`src/verilog/smbus_slave_pkg.sv`:
```
// Shared constants and carrier types for the serial register access slave.
// Assumes a 200 MHz core clock and a slow two-wire link sampled by it.
package smbus_slave_pkg;

  // ----------------------------------------------------------------
  // Addresses
  // ----------------------------------------------------------------
  localparam logic [6:0] FIXED_ADDR      = 7'h2E;
  localparam logic [6:0] STRAP_ADDR_LOW  = 7'h2C;
  localparam logic [6:0] STRAP_ADDR_HIGH = 7'h2D;
  localparam logic [6:0] ALERT_REPLY_ADDR = 7'h0C;

  // ----------------------------------------------------------------
  // Timing
  // ----------------------------------------------------------------
  localparam int CLK_MHZ          = 200;
  localparam int BUS_TIMEOUT_MS   = 35;
  localparam int BUS_TIMEOUT_CYC  = BUS_TIMEOUT_MS * 1000 * CLK_MHZ;

  // ----------------------------------------------------------------
  // Field layout and reset values
  // ----------------------------------------------------------------
  localparam int         TIMEOUT_DIS_BIT = 6;
  localparam logic [7:0] POINTER_RESET   = 8'h00;
  localparam logic [3:0] BIT_COUNT_ACK   = 4'h8;

  // ----------------------------------------------------------------
  // Types
  // ----------------------------------------------------------------
  typedef enum logic [2:0] {
    ST_IDLE  = 3'b000,
    ST_ADDR  = 3'b001,
    ST_WACK  = 3'b011,
    ST_WDATA = 3'b010,
    ST_RDATA = 3'b110,
    ST_RACK  = 3'b111
  } link_state_t;

  typedef struct packed {
    logic scl;
    logic sda;
  } line_t;

  typedef struct packed {
    logic       valid;
    logic [7:0] addr;
    logic [7:0] data;
  } reg_write_t;

endpackage

```
`src/verilog/line_sync.sv`:
```
// Two flip-flop synchroniser for the serial clock and data pins.
// Assumes pins are asynchronous to clock_i.
`timescale 1ns/1ps
module line_sync (
  input  wire logic                  clock_i,
  input  wire logic                  reset_n_i,
  input  wire logic                  enable_i,
  input  wire smbus_slave_pkg::line_t pins_i,
  output      smbus_slave_pkg::line_t line_o
);
  import smbus_slave_pkg::*;

  typedef struct packed {
    line_t meta;
    line_t sync;
  } sync_state_t;

  sync_state_t state_r;
  sync_state_t state_nxt;

  always_comb begin
    state_nxt = state_r;
    if (enable_i) begin
      state_nxt.meta = pins_i;
      state_nxt.sync = state_r.meta;
    end
  end

  // Idle bus level is high on both wires
  always_ff @(posedge clock_i or negedge reset_n_i) begin
    if (!reset_n_i) begin
      state_r <= '1;
    end else begin
      state_r <= state_nxt;
    end
  end

  assign line_o = state_r.sync;
endmodule

```
`src/verilog/bus_timeout.sv`:
```
// Counter that flags a lock-up when the link shows no activity.
// Assumes activity_i pulses on every sampled edge of either wire.
`timescale 1ns/1ps
module bus_timeout #(
  parameter int LIMIT = smbus_slave_pkg::BUS_TIMEOUT_CYC
) (
  input  wire logic clock_i,
  input  wire logic reset_n_i,
  input  wire logic enable_i,
  input  wire logic busy_i,
  input  wire logic activity_i,
  input  wire logic disable_i,
  output      logic expired_o
);
  import smbus_slave_pkg::*;

  initial begin
    if (LIMIT < 2) $error("bus_timeout: LIMIT too small");
  end

  typedef struct packed {
    logic [31:0] count;
    logic        expired;
  } timeout_state_t;

  timeout_state_t state_r;
  timeout_state_t state_nxt;

  always_comb begin
    state_nxt = state_r;
    if (enable_i) begin
      state_nxt.expired = 1'b0;
      if (!busy_i || activity_i || disable_i) begin
        state_nxt.count = '0;
      end else if (state_r.count == 32'(LIMIT - 1)) begin
        state_nxt.count   = '0;
        state_nxt.expired = 1'b1;
      end else begin
        state_nxt.count = state_r.count + 32'h1;
      end
    end
  end

  always_ff @(posedge clock_i or negedge reset_n_i) begin
    if (!reset_n_i) begin
      state_r <= '0;
    end else begin
      state_r <= state_nxt;
    end
  end

  assign expired_o = state_r.expired;
endmodule

```
`src/verilog/smbus_slave_register_access.sv`:
```
// Two-wire slave giving a host access to 8-bit internal registers.
// Assumes register storage lives outside and answers read_data_i combinationally
// for the address on pointer_o; link pins arrive asynchronously.
//
// Overview of operation
// RULE1 - Address enable strap high at power-up selects fixed address 0101110.
// RULE2 - Strap low selects 0101100 or 0101101 from the select strap.
// RULE3 - Strap address sampled at power-up, locked on first match, later changes ignored.
// RULE4 - Start is SDA falling with SCL high; eight bits shift in, MSB first.
// RULE5 - Matching address gets acknowledge on ninth clock; otherwise idle until start.
// RULE6 - Direction bit zero means master write, one means master read.
// RULE7 - Each byte is eight data clocks plus one acknowledge clock.
// RULE8 - SDA rising with SCL high is a stop ending the transfer.
// RULE9 - Master ends a read with not-acknowledge then a stop.
// RULE10 - Direction holds for whole transfer; change needs a new start.
// RULE11 - Writes carry one or two bytes; reads return one byte.
// RULE12 - First write byte loads the address pointer only.
// RULE13 - Second write byte is stored to the register the pointer selects.
// RULE14 - Reads return the selected register without rewriting the pointer.
// RULE15 - Repeated start acts as a fresh start and keeps the pointer.
// RULE16 - Send byte, receive byte and read byte forms are all served.
// RULE17 - Optional open-drain alert output pulled low on out-of-limit events.
// RULE18 - Unless timeout disable bit is set, release bus after 35 ms idle.
// RULE19 - With alert low, answer alert reply address read with own address.
// RULE20 - Pointer keeps its value until another write overwrites it.
`timescale 1ns/1ps
module smbus_slave_register_access
  import smbus_slave_pkg::*;
#(
  parameter int TIMEOUT_CYCLES = BUS_TIMEOUT_CYC
) (
  input  wire logic                       clock_i,
  input  wire logic                       reset_n_i,
  input  wire logic                       enable_i,
  input  wire logic                       scl_i,
  input  wire logic                       sda_i,
  output      logic                       sda_o,
  output      logic                       sda_oe_o,
  input  wire logic                       strap_address_enable_i,
  input  wire logic                       strap_select_i,
  input  wire logic                       alert_pin_enable_i,
  input  wire logic                       alert_event_i,
  input  wire logic [7:0]                 config_i,
  input  wire logic [7:0]                 read_data_i,
  output      logic [7:0]                 pointer_o,
  output      smbus_slave_pkg::reg_write_t write_o,
  output      logic                       alert_o,
  output      logic                       alert_oe_o
);
  import smbus_slave_pkg::*;

  initial begin
    if (TIMEOUT_CYCLES < 2) $error("TIMEOUT_CYCLES too small");
  end

  // ----------------------------------------------------------------
  // Reset release and pin synchronisers
  // ----------------------------------------------------------------
  logic [1:0] rst_pipe_r;
  logic       rst_n;

  always_ff @(posedge clock_i or negedge reset_n_i) begin
    if (!reset_n_i) begin
      rst_pipe_r <= 2'b00;
    end else begin
      rst_pipe_r <= {rst_pipe_r[0], 1'b1};
    end
  end
  assign rst_n = rst_pipe_r[1];

  line_t line;
  line_t strap_line;

  line_sync u_link_sync (
    .clock_i   (clock_i),
    .reset_n_i (rst_n),
    .enable_i  (enable_i),
    .pins_i    ({scl_i, sda_i}),
    .line_o    (line)
  );

  // Straps reuse the same two-stage sampling; scl field carries enable strap
  line_sync u_strap_sync (
    .clock_i   (clock_i),
    .reset_n_i (rst_n),
    .enable_i  (enable_i),
    .pins_i    ({strap_address_enable_i, strap_select_i}),
    .line_o    (strap_line)
  );

  // ----------------------------------------------------------------
  // State
  // ----------------------------------------------------------------
  typedef struct packed {
    link_state_t st;
    line_t       prev;
    logic [7:0]  shift;
    logic [3:0]  bits;
    logic        read_dir;
    logic        alert_reply;
    logic        got_pointer;
    logic        ack_drive;
    logic        sda_drive;
    logic [7:0]  pointer;
    reg_write_t  wr;
    logic [2:0]  strap_wait;
    logic        strap_taken;
    logic        locked;
    logic [6:0]  own_addr;
    logic        alert_n;
    logic        alert_oe;
  } core_state_t;

  core_state_t s_r;
  core_state_t s_nxt;

  logic scl_rise;
  logic scl_fall;
  logic start_seen;
  logic stop_seen;
  logic activity;
  logic expired;

  assign scl_rise   = line.scl & ~s_r.prev.scl;
  assign scl_fall   = ~line.scl & s_r.prev.scl;
  assign start_seen = line.scl & s_r.prev.scl & s_r.prev.sda & ~line.sda;  // RULE4
  assign stop_seen  = line.scl & s_r.prev.scl & ~s_r.prev.sda & line.sda;  // RULE8
  assign activity   = (line.scl ^ s_r.prev.scl) | (line.sda ^ s_r.prev.sda);

  bus_timeout #(
    .LIMIT (TIMEOUT_CYCLES)
  ) u_timeout (
    .clock_i    (clock_i),
    .reset_n_i  (rst_n),
    .enable_i   (enable_i),
    .busy_i     (s_r.st != ST_IDLE),
    .activity_i (activity),
    .disable_i  (config_i[TIMEOUT_DIS_BIT]),  // RULE18
    .expired_o  (expired)
  );

  // Address select decode, used for strap capture only; matching compares against own_addr
  function automatic logic [6:0] strap_address(input logic en, input logic sel);
    if (en) begin
      return FIXED_ADDR;  // RULE1
    end
    return sel ? STRAP_ADDR_HIGH : STRAP_ADDR_LOW;  // RULE2
  endfunction

  // ----------------------------------------------------------------
  // Next state
  // ----------------------------------------------------------------
  logic [7:0] addr_byte;

  always_comb begin
    s_nxt     = s_r;
    addr_byte = {s_r.shift[6:0], line.sda};
    if (enable_i) begin
      s_nxt.prev     = line;
      s_nxt.wr.valid = 1'b0;

      // Strap captured a few cycles after release, once synchronisers fill
      if (!s_r.strap_taken) begin
        if (s_r.strap_wait == 3'h7) begin
          s_nxt.strap_taken = 1'b1;
          s_nxt.own_addr    = strap_address(strap_line.scl, strap_line.sda);  // RULE3
        end else begin
          s_nxt.strap_wait = s_r.strap_wait + 3'h1;
        end
      end

      // Alert pin: open drain, enable high while pulling low
      s_nxt.alert_n   = ~(alert_pin_enable_i & alert_event_i);  // RULE17
      s_nxt.alert_oe  = alert_pin_enable_i & alert_event_i;  // RULE17

      if (scl_fall) begin
        s_nxt.sda_drive = 1'b0;
      end

      if (start_seen) begin
        s_nxt.st        = ST_ADDR;  // RULE15
        s_nxt.bits      = '0;
        s_nxt.sda_drive = 1'b0;
        s_nxt.got_pointer = 1'b0;
      end else if (stop_seen || expired) begin
        s_nxt.st        = ST_IDLE;  // RULE8 RULE18
        s_nxt.sda_drive = 1'b0;
      end else begin
        unique case (s_r.st)
          ST_IDLE: begin
          end
          ST_ADDR: begin
            if (scl_rise) begin
              s_nxt.shift = addr_byte;  // RULE4
              s_nxt.bits  = s_r.bits + 4'h1;
              // Lock happens on the rise opening the eighth clock
              if (s_r.bits == 4'h7 && !s_r.locked &&
                  s_r.shift[6:0] == s_r.own_addr) begin
                s_nxt.locked = 1'b1;  // RULE3
              end
              if (s_r.bits == 4'h7) begin
                s_nxt.bits        = '0;
                s_nxt.read_dir    = line.sda;  // RULE6 RULE10
                s_nxt.alert_reply = s_r.shift[6:0] == ALERT_REPLY_ADDR &&
                                    s_r.alert_oe && line.sda;  // RULE19
                if (s_r.shift[6:0] == s_r.own_addr || (s_r.shift[6:0] == ALERT_REPLY_ADDR &&
                    s_r.alert_oe && line.sda)) begin
                  s_nxt.st        = ST_WACK;
                  s_nxt.ack_drive = 1'b1;  // RULE5
                end else begin
                  s_nxt.st = ST_IDLE;  // RULE5
                end
              end
            end
          end
          ST_WACK: begin
            // Acknowledge driven during the low phase before the ninth rise
            if (scl_fall && s_r.ack_drive) begin
              s_nxt.sda_drive = 1'b1;  // RULE5 RULE7
              s_nxt.ack_drive = 1'b0;
            end else if (scl_fall && !s_r.ack_drive) begin
              if (s_r.read_dir) begin
                s_nxt.st    = ST_RDATA;  // RULE14 RULE16
                s_nxt.shift = s_r.alert_reply ? {s_r.own_addr, 1'b1} : read_data_i;  // RULE19
                s_nxt.sda_drive = s_r.alert_reply ? ~s_r.own_addr[6] : ~read_data_i[7];
                s_nxt.bits  = '0;
              end else begin
                s_nxt.st   = ST_WDATA;
                s_nxt.bits = '0;
              end
            end
          end
          ST_WDATA: begin
            if (scl_rise) begin
              s_nxt.shift = {s_r.shift[6:0], line.sda};
              s_nxt.bits  = s_r.bits + 4'h1;
              if (s_r.bits == 4'h7) begin
                s_nxt.bits = '0;
                if (!s_r.got_pointer) begin
                  s_nxt.pointer     = {s_r.shift[6:0], line.sda};  // RULE12 RULE20
                  s_nxt.got_pointer = 1'b1;
                  s_nxt.st          = ST_WACK;
                  s_nxt.ack_drive   = 1'b1;
                end else begin
                  s_nxt.wr.valid = 1'b1;  // RULE13
                  s_nxt.wr.addr  = s_r.pointer;
                  s_nxt.wr.data  = {s_r.shift[6:0], line.sda};
                  // Extra bytes rewrite the same register; pointer never steps
                  s_nxt.st        = ST_WACK;  // RULE11
                  s_nxt.ack_drive = 1'b1;
                  s_nxt.got_pointer = 1'b1;
                end
              end
            end
          end
          ST_RDATA: begin
            if (scl_fall) begin
              if (s_r.bits == 4'h7) begin
                s_nxt.st        = ST_RACK;
                s_nxt.sda_drive = 1'b0;
              end else begin
                s_nxt.bits      = s_r.bits + 4'h1;
                s_nxt.shift     = {s_r.shift[6:0], 1'b0};
                s_nxt.sda_drive = ~s_r.shift[6];
              end
            end
          end
          ST_RACK: begin
            // One byte per read: return to idle on the acknowledge clock rise, whatever the master drives
            if (scl_rise) begin
              s_nxt.st = ST_IDLE;  // RULE9 RULE11
            end
          end
          default: begin
            s_nxt.st = ST_IDLE;
          end
        endcase
      end
    end
  end

  always_ff @(posedge clock_i or negedge rst_n) begin
    if (!rst_n) begin
      s_r          <= '0;
      s_r.prev     <= '1;
      s_r.st       <= ST_IDLE;
      s_r.pointer  <= POINTER_RESET;
      s_r.own_addr <= FIXED_ADDR;
      s_r.alert_n  <= 1'b1;
    end else begin
      s_r <= s_nxt;
    end
  end

  // ----------------------------------------------------------------
  // Outputs
  // ----------------------------------------------------------------
  assign sda_o      = 1'b0;
  assign sda_oe_o   = s_r.sda_drive;
  assign pointer_o  = s_r.pointer;
  assign write_o    = s_r.wr;
  assign alert_o    = s_r.alert_n;
  assign alert_oe_o = s_r.alert_oe;
endmodule

```
`config.mk`:
```
export PLATFORM = sky130hd
export DESIGN_NAME = smbus_slave_register_access
export DESIGN_NICKNAME = d
export VERILOG_FILES = /design/src/verilog/smbus_slave_pkg.sv /design/src/verilog/line_sync.sv /design/src/verilog/bus_timeout.sv /design/src/verilog/smbus_slave_register_access.sv
export SDC_FILE = /design/constraint.sdc
export NUM_CORES = 1
export LEC_CHECK = 0
export ABC_CLOCK_PERIOD_IN_PS = 8500
export BUFFER_PORTS_ARGS = -buffer_cell sky130_fd_sc_hd__buf_2
export CAP_MARGIN = 20
export CELL_PAD_IN_SITES_DETAIL_PLACEMENT = 1
export CELL_PAD_IN_SITES_GLOBAL_PLACEMENT = 2
export CORE_UTILIZATION = 36
export CTS_BUF_LIST = sky130_fd_sc_hd__clkbuf_16
export DETAILED_ROUTE_END_ITERATION = 6
export PLACE_DENSITY = 0.79
export SYNTH_ARGS = -nofsm -noshare
export SYNTH_HDL_FRONTEND = slang
export SYNTH_SLANG_ARGS = --single-unit
```
`constraint.sdc`:
```
create_clock -name clock_i -period 8.5 [get_ports clock_i]
set_clock_uncertainty 0.1 [all_clocks]
set_input_delay 0.85 -clock clock_i [delete_from_list [all_inputs] [get_ports clock_i]]
set_output_delay 0.85 -clock clock_i [all_outputs]
set_load 0.005 [all_outputs]
```
==> flow_metrics.tcl <==
set metrics [dict create \
    run_status "finished clean" \
    numCtsBuffers 9 \
    synth_top_cells_by_count "85 x sky130_fd_sc_hd__dfrtp_1, 46 x sky130_fd_sc_hd__nand2_1, 42 x sky130_fd_sc_hd__mux2_2" \
    routedWlPerCell_um 16.39 \
    design.final.nets 532 \
    first_global_vias 3702 \
    rows 42 \
    post_synth_num_cell_types 60 \
    die_height_um 120.7 \
    ys_seq_area_frac 0.4817 \
    core_region_area_sq_um 13510 \
    synth-edff-count 0 \
    path_buf_inv 1 \
    worst-r2r-cell-count 5 \
    dp_hpwl_um 7884 \
    regToRegEndpoint "u_timeout.state_r[8]$_DFFE_PN0P_" \
    async_flop_share 1.000 \
    gr-total-overflow 0 \
    routed-via-count 3483 \
    timing.final.ws_setup_ps 5393 \
    synth-seq-cells 97 \
    number_of_violations_reported_at_the_end_of_detailed_routing_iteration_0 117 \
    insertion_delay_ps 360 \
    grt_antenna_before_repair 0 \
    worst_slew_pin_slew_ps 1082 \
    residual_drc 0 \
    routed_wl_um 11160 \
    clk_sink_count 97 \
    path_clk_slew_ps 70 \
    post-place-ws_ps 5025 \
    drive_above_1_share 0.2911 \
    timing.fmax_ghz 0.3219 \
    holdCritPathClass "reg2async" \
    timing.final.hold_violations 0 \
    nFillCells 1534 \
    routed_via_density 5.115 \
    crit_chain "buf_2 -> nand3_1 -> nor4_2 -> and2_0 -> and4b_1 -> xnor2_1 -> nor2_2" \
    syn_area_sq_um 5070 \
    path_max_fanout 41 \
    worst_slew_margin_rel 0.2769 \
    ys_top_cells_by_area "sky130_fd_sc_hd__dfrtp_1 42%, sky130_fd_sc_hd__mux2_2 9.3%, sky130_fd_sc_hd__dfstp_2 6.2%" \
    synth_ff_type "sky130_fd_sc_hd__dfrtp_1" \
    die_x_um 120.7 \
    dpl_cell_area_sq_um 5225 \
    critPathKind "in2reg" \
    syn_area_per_cell_sq_um 10.45 \
    final_antenna_violating_net_count 0 \
    worst-endpoint-required_ps 8630 \
    finalCritPeriodShare 0.3655 \
    layout-area-overhead-vs-synth_pct 9.353 \
    irDropWorstVdd_mv 0.08607 \
    setup_viol 0 \
    placer_congestion_estimate 0.8126 \
    netlist_instances 485 \
    timing.critical_path.to_type "register" \
    number_of_diodes 0 \
    final_period_minus_worst_setup_slack_ps 3107 \
    worst_path_max_delay_cell "sky130_fd_sc_hd__buf_2" \
    cts_tree "done" \
    rsz0062_at_grt "no" \
    yosys.area.top_type "sky130_fd_sc_hd__dfrtp_1" \
    cts.root.buffer_cell "sky130_fd_sc_hd__clkbuf_16" \
    tns_ps 0 \
    die-area_sq_um 14560 \
    drt_first_pass_iters 4 \
    crit_arrival_ps 3230 \
    hold_buffers 0 \
    path_delay_family "simple AND/OR/NAND/NOR gates" \
    wire_length_of_the_first_global_routing_pass_um 19190 \
    leakage_nw 2.469 \
    clockBufferDepth 2 \
    yosys.cell_count.top_type "sky130_fd_sc_hd__dfrtp_1" \
    cts_setup_buffers 0 \
    floorplan.io_pins 54 \
    grt_use_total 0.1697 \
    grt_max_degree 74 \
    synth_top_area_share 0.4195 \
    critPathMaxStageDelay_ps 590 \
    cts_repair_resize_count 0 \
    cts.htree.levels 3 \
    startpoint_type_of_the_worst_setup_path "input port" \
    regToRegSetupSlack_ps 5480 \
    maxSlewViolCount 0 \
    timing.max_cap.violations 0 \
    portBuffers 45 \
    synth-warning-count 0 \
    final_core_utilization 0.4105 \
    layout.cell_area.non_filler_sq_um 5544 \
    mappedNetlistNets 517 \
    total_power_per_unit_cell_area_nw_per_um2 219.8 \
    crit-reg2reg-launch "u_link_sync.line_o[0]$_DFFE_PN1P_" \
    initial_core_utilization 0.3754 \
]
worst max path at each step:
stage	startpoint	end	slack, ps	cells after the start
after CTS	enable_i	u_timeout.state_r[27]$_DFFE_PN0P_	5370	7
final	enable_i	u_timeout.state_r[28]$_DFFE_PN0P_	5390	7
after floorplan	rst_pipe_r[1]$_DFF_PN0_	addr_byte[1]$_DFFE_PN0P_	5520	0
after global placement	enable_i	u_timeout.state_r[27]$_DFFE_PN0P_	5010	7
after detailed placement	enable_i	u_timeout.state_r[27]$_DFFE_PN0P_	5020	7
after global routing	enable_i	u_timeout.state_r[31]$_DFFE_PN0P_	5240	7
worst register-to-register path, cell delays in order (launching register included):
cell and delay (ps):
sky130_fd_sc_hd__dfstp_2 690, sky130_fd_sc_hd__xor2_1 170, sky130_fd_sc_hd__a2111oi_2 570, sky130_fd_sc_hd__nor2b_1 920, sky130_fd_sc_hd__a41oi_1 240, sky130_fd_sc_hd__a31oi_1 230
sequential cells by signal, summed over array words and instances, names as in the netlist:
signal / flops
pointer_o: 8
alert_o: 1
u_link_sync.line_o: 2
u_timeout.state_r: 32
sda_oe_o: 1
u_strap_sync.state_r: 2
u_link_sync.state_r: 2
write_o: 17
addr_byte: 7
s_r: 19
u_strap_sync.line_o: 2
rst_pipe_r: 2
alert_oe_o: 1
u_timeout.expired_o: 1
metal layers:
layer  vias to the layer above  part of all wire  track usage  wire length, um
met2                        55              0.48       0.2823             5399
met4                         0             0.019      0.07639              212
met5                         -                 0            0                0
met3                        13             0.026      0.02453              294
met1                      1736              0.47       0.2184             5255
li1                       1679                 -            -                -
per-stage QoR:
stage / std cells / hold WS, ps / power, mW
floorplan: 485 / 231.2 / 0.7313
global placement: 665 / 136.4 / 0.7746
detailed placement: 665 / 138.0 / 0.7900
CTS: 681 / 132.1 / 1.240
global route: 681 / 145.7 / 1.290
finish: 681 / 119.2 / 1.219
report_power, final:
part | internal [mW] | switching, mW
combinational | 0.0834 | 0.114
sequential | 0.514 | 0.0652
clock | 0.259 | 0.183
total | 0.856 | 0.363
cells in the final DEF (no fill, tap or decap), drive strengths merged, types with 3 or more instances in the layout:
| cell | count |
|---|---|
| a21oi | 9 |
| a31oi | 3 |
| a41oi | 3 |
| and3 | 3 |
| and4 | 3 |
| buf | 46 |
| clkbuf | 9 |
| dfrtp | 85 |
| dfstp | 12 |
| ha | 7 |
| inv | 20 |
| mux2 | 42 |
| mux2i | 4 |
| nand2 | 47 |
| nand2b | 7 |
| nand3 | 23 |
| nand3b | 3 |
| nand4 | 11 |
| nor2 | 53 |
| nor2b | 5 |
| nor3 | 5 |
| nor4 | 7 |
| o211ai | 3 |
| o21ai | 30 |
| o31ai | 3 |
| xnor2 | 12 |
| xor2 | 16 |
cells by family after synthesis:
logic type | count (synthesis) | synth area share
and+or+nand+nor | 184 | 0.2026
adders and majority gates | 7 | 0.01727
AOI/OAI and AO/OA | 62 | 0.07527
buffers and inverters | 59 | 0.07206
xor gates and xnor gates | 28 | 0.04837
muxes | 46 | 0.1012
DFF | 97 | 0.4817
other | 2 | 0.001481
final cells by class:
class	count	area, sq um	area share
flip-flops and latches	97	2446	0.4412
multi-input cells	329	2262	0.4080
repair buffers	46	232.7	0.04198
clock buffers	9	225.2	0.04062
well taps	176	220.2	0.03972
clock inverters	7	93.84	0.01693
inverters	17	63.81	0.01151
Power figures use the tool's default switching activity.
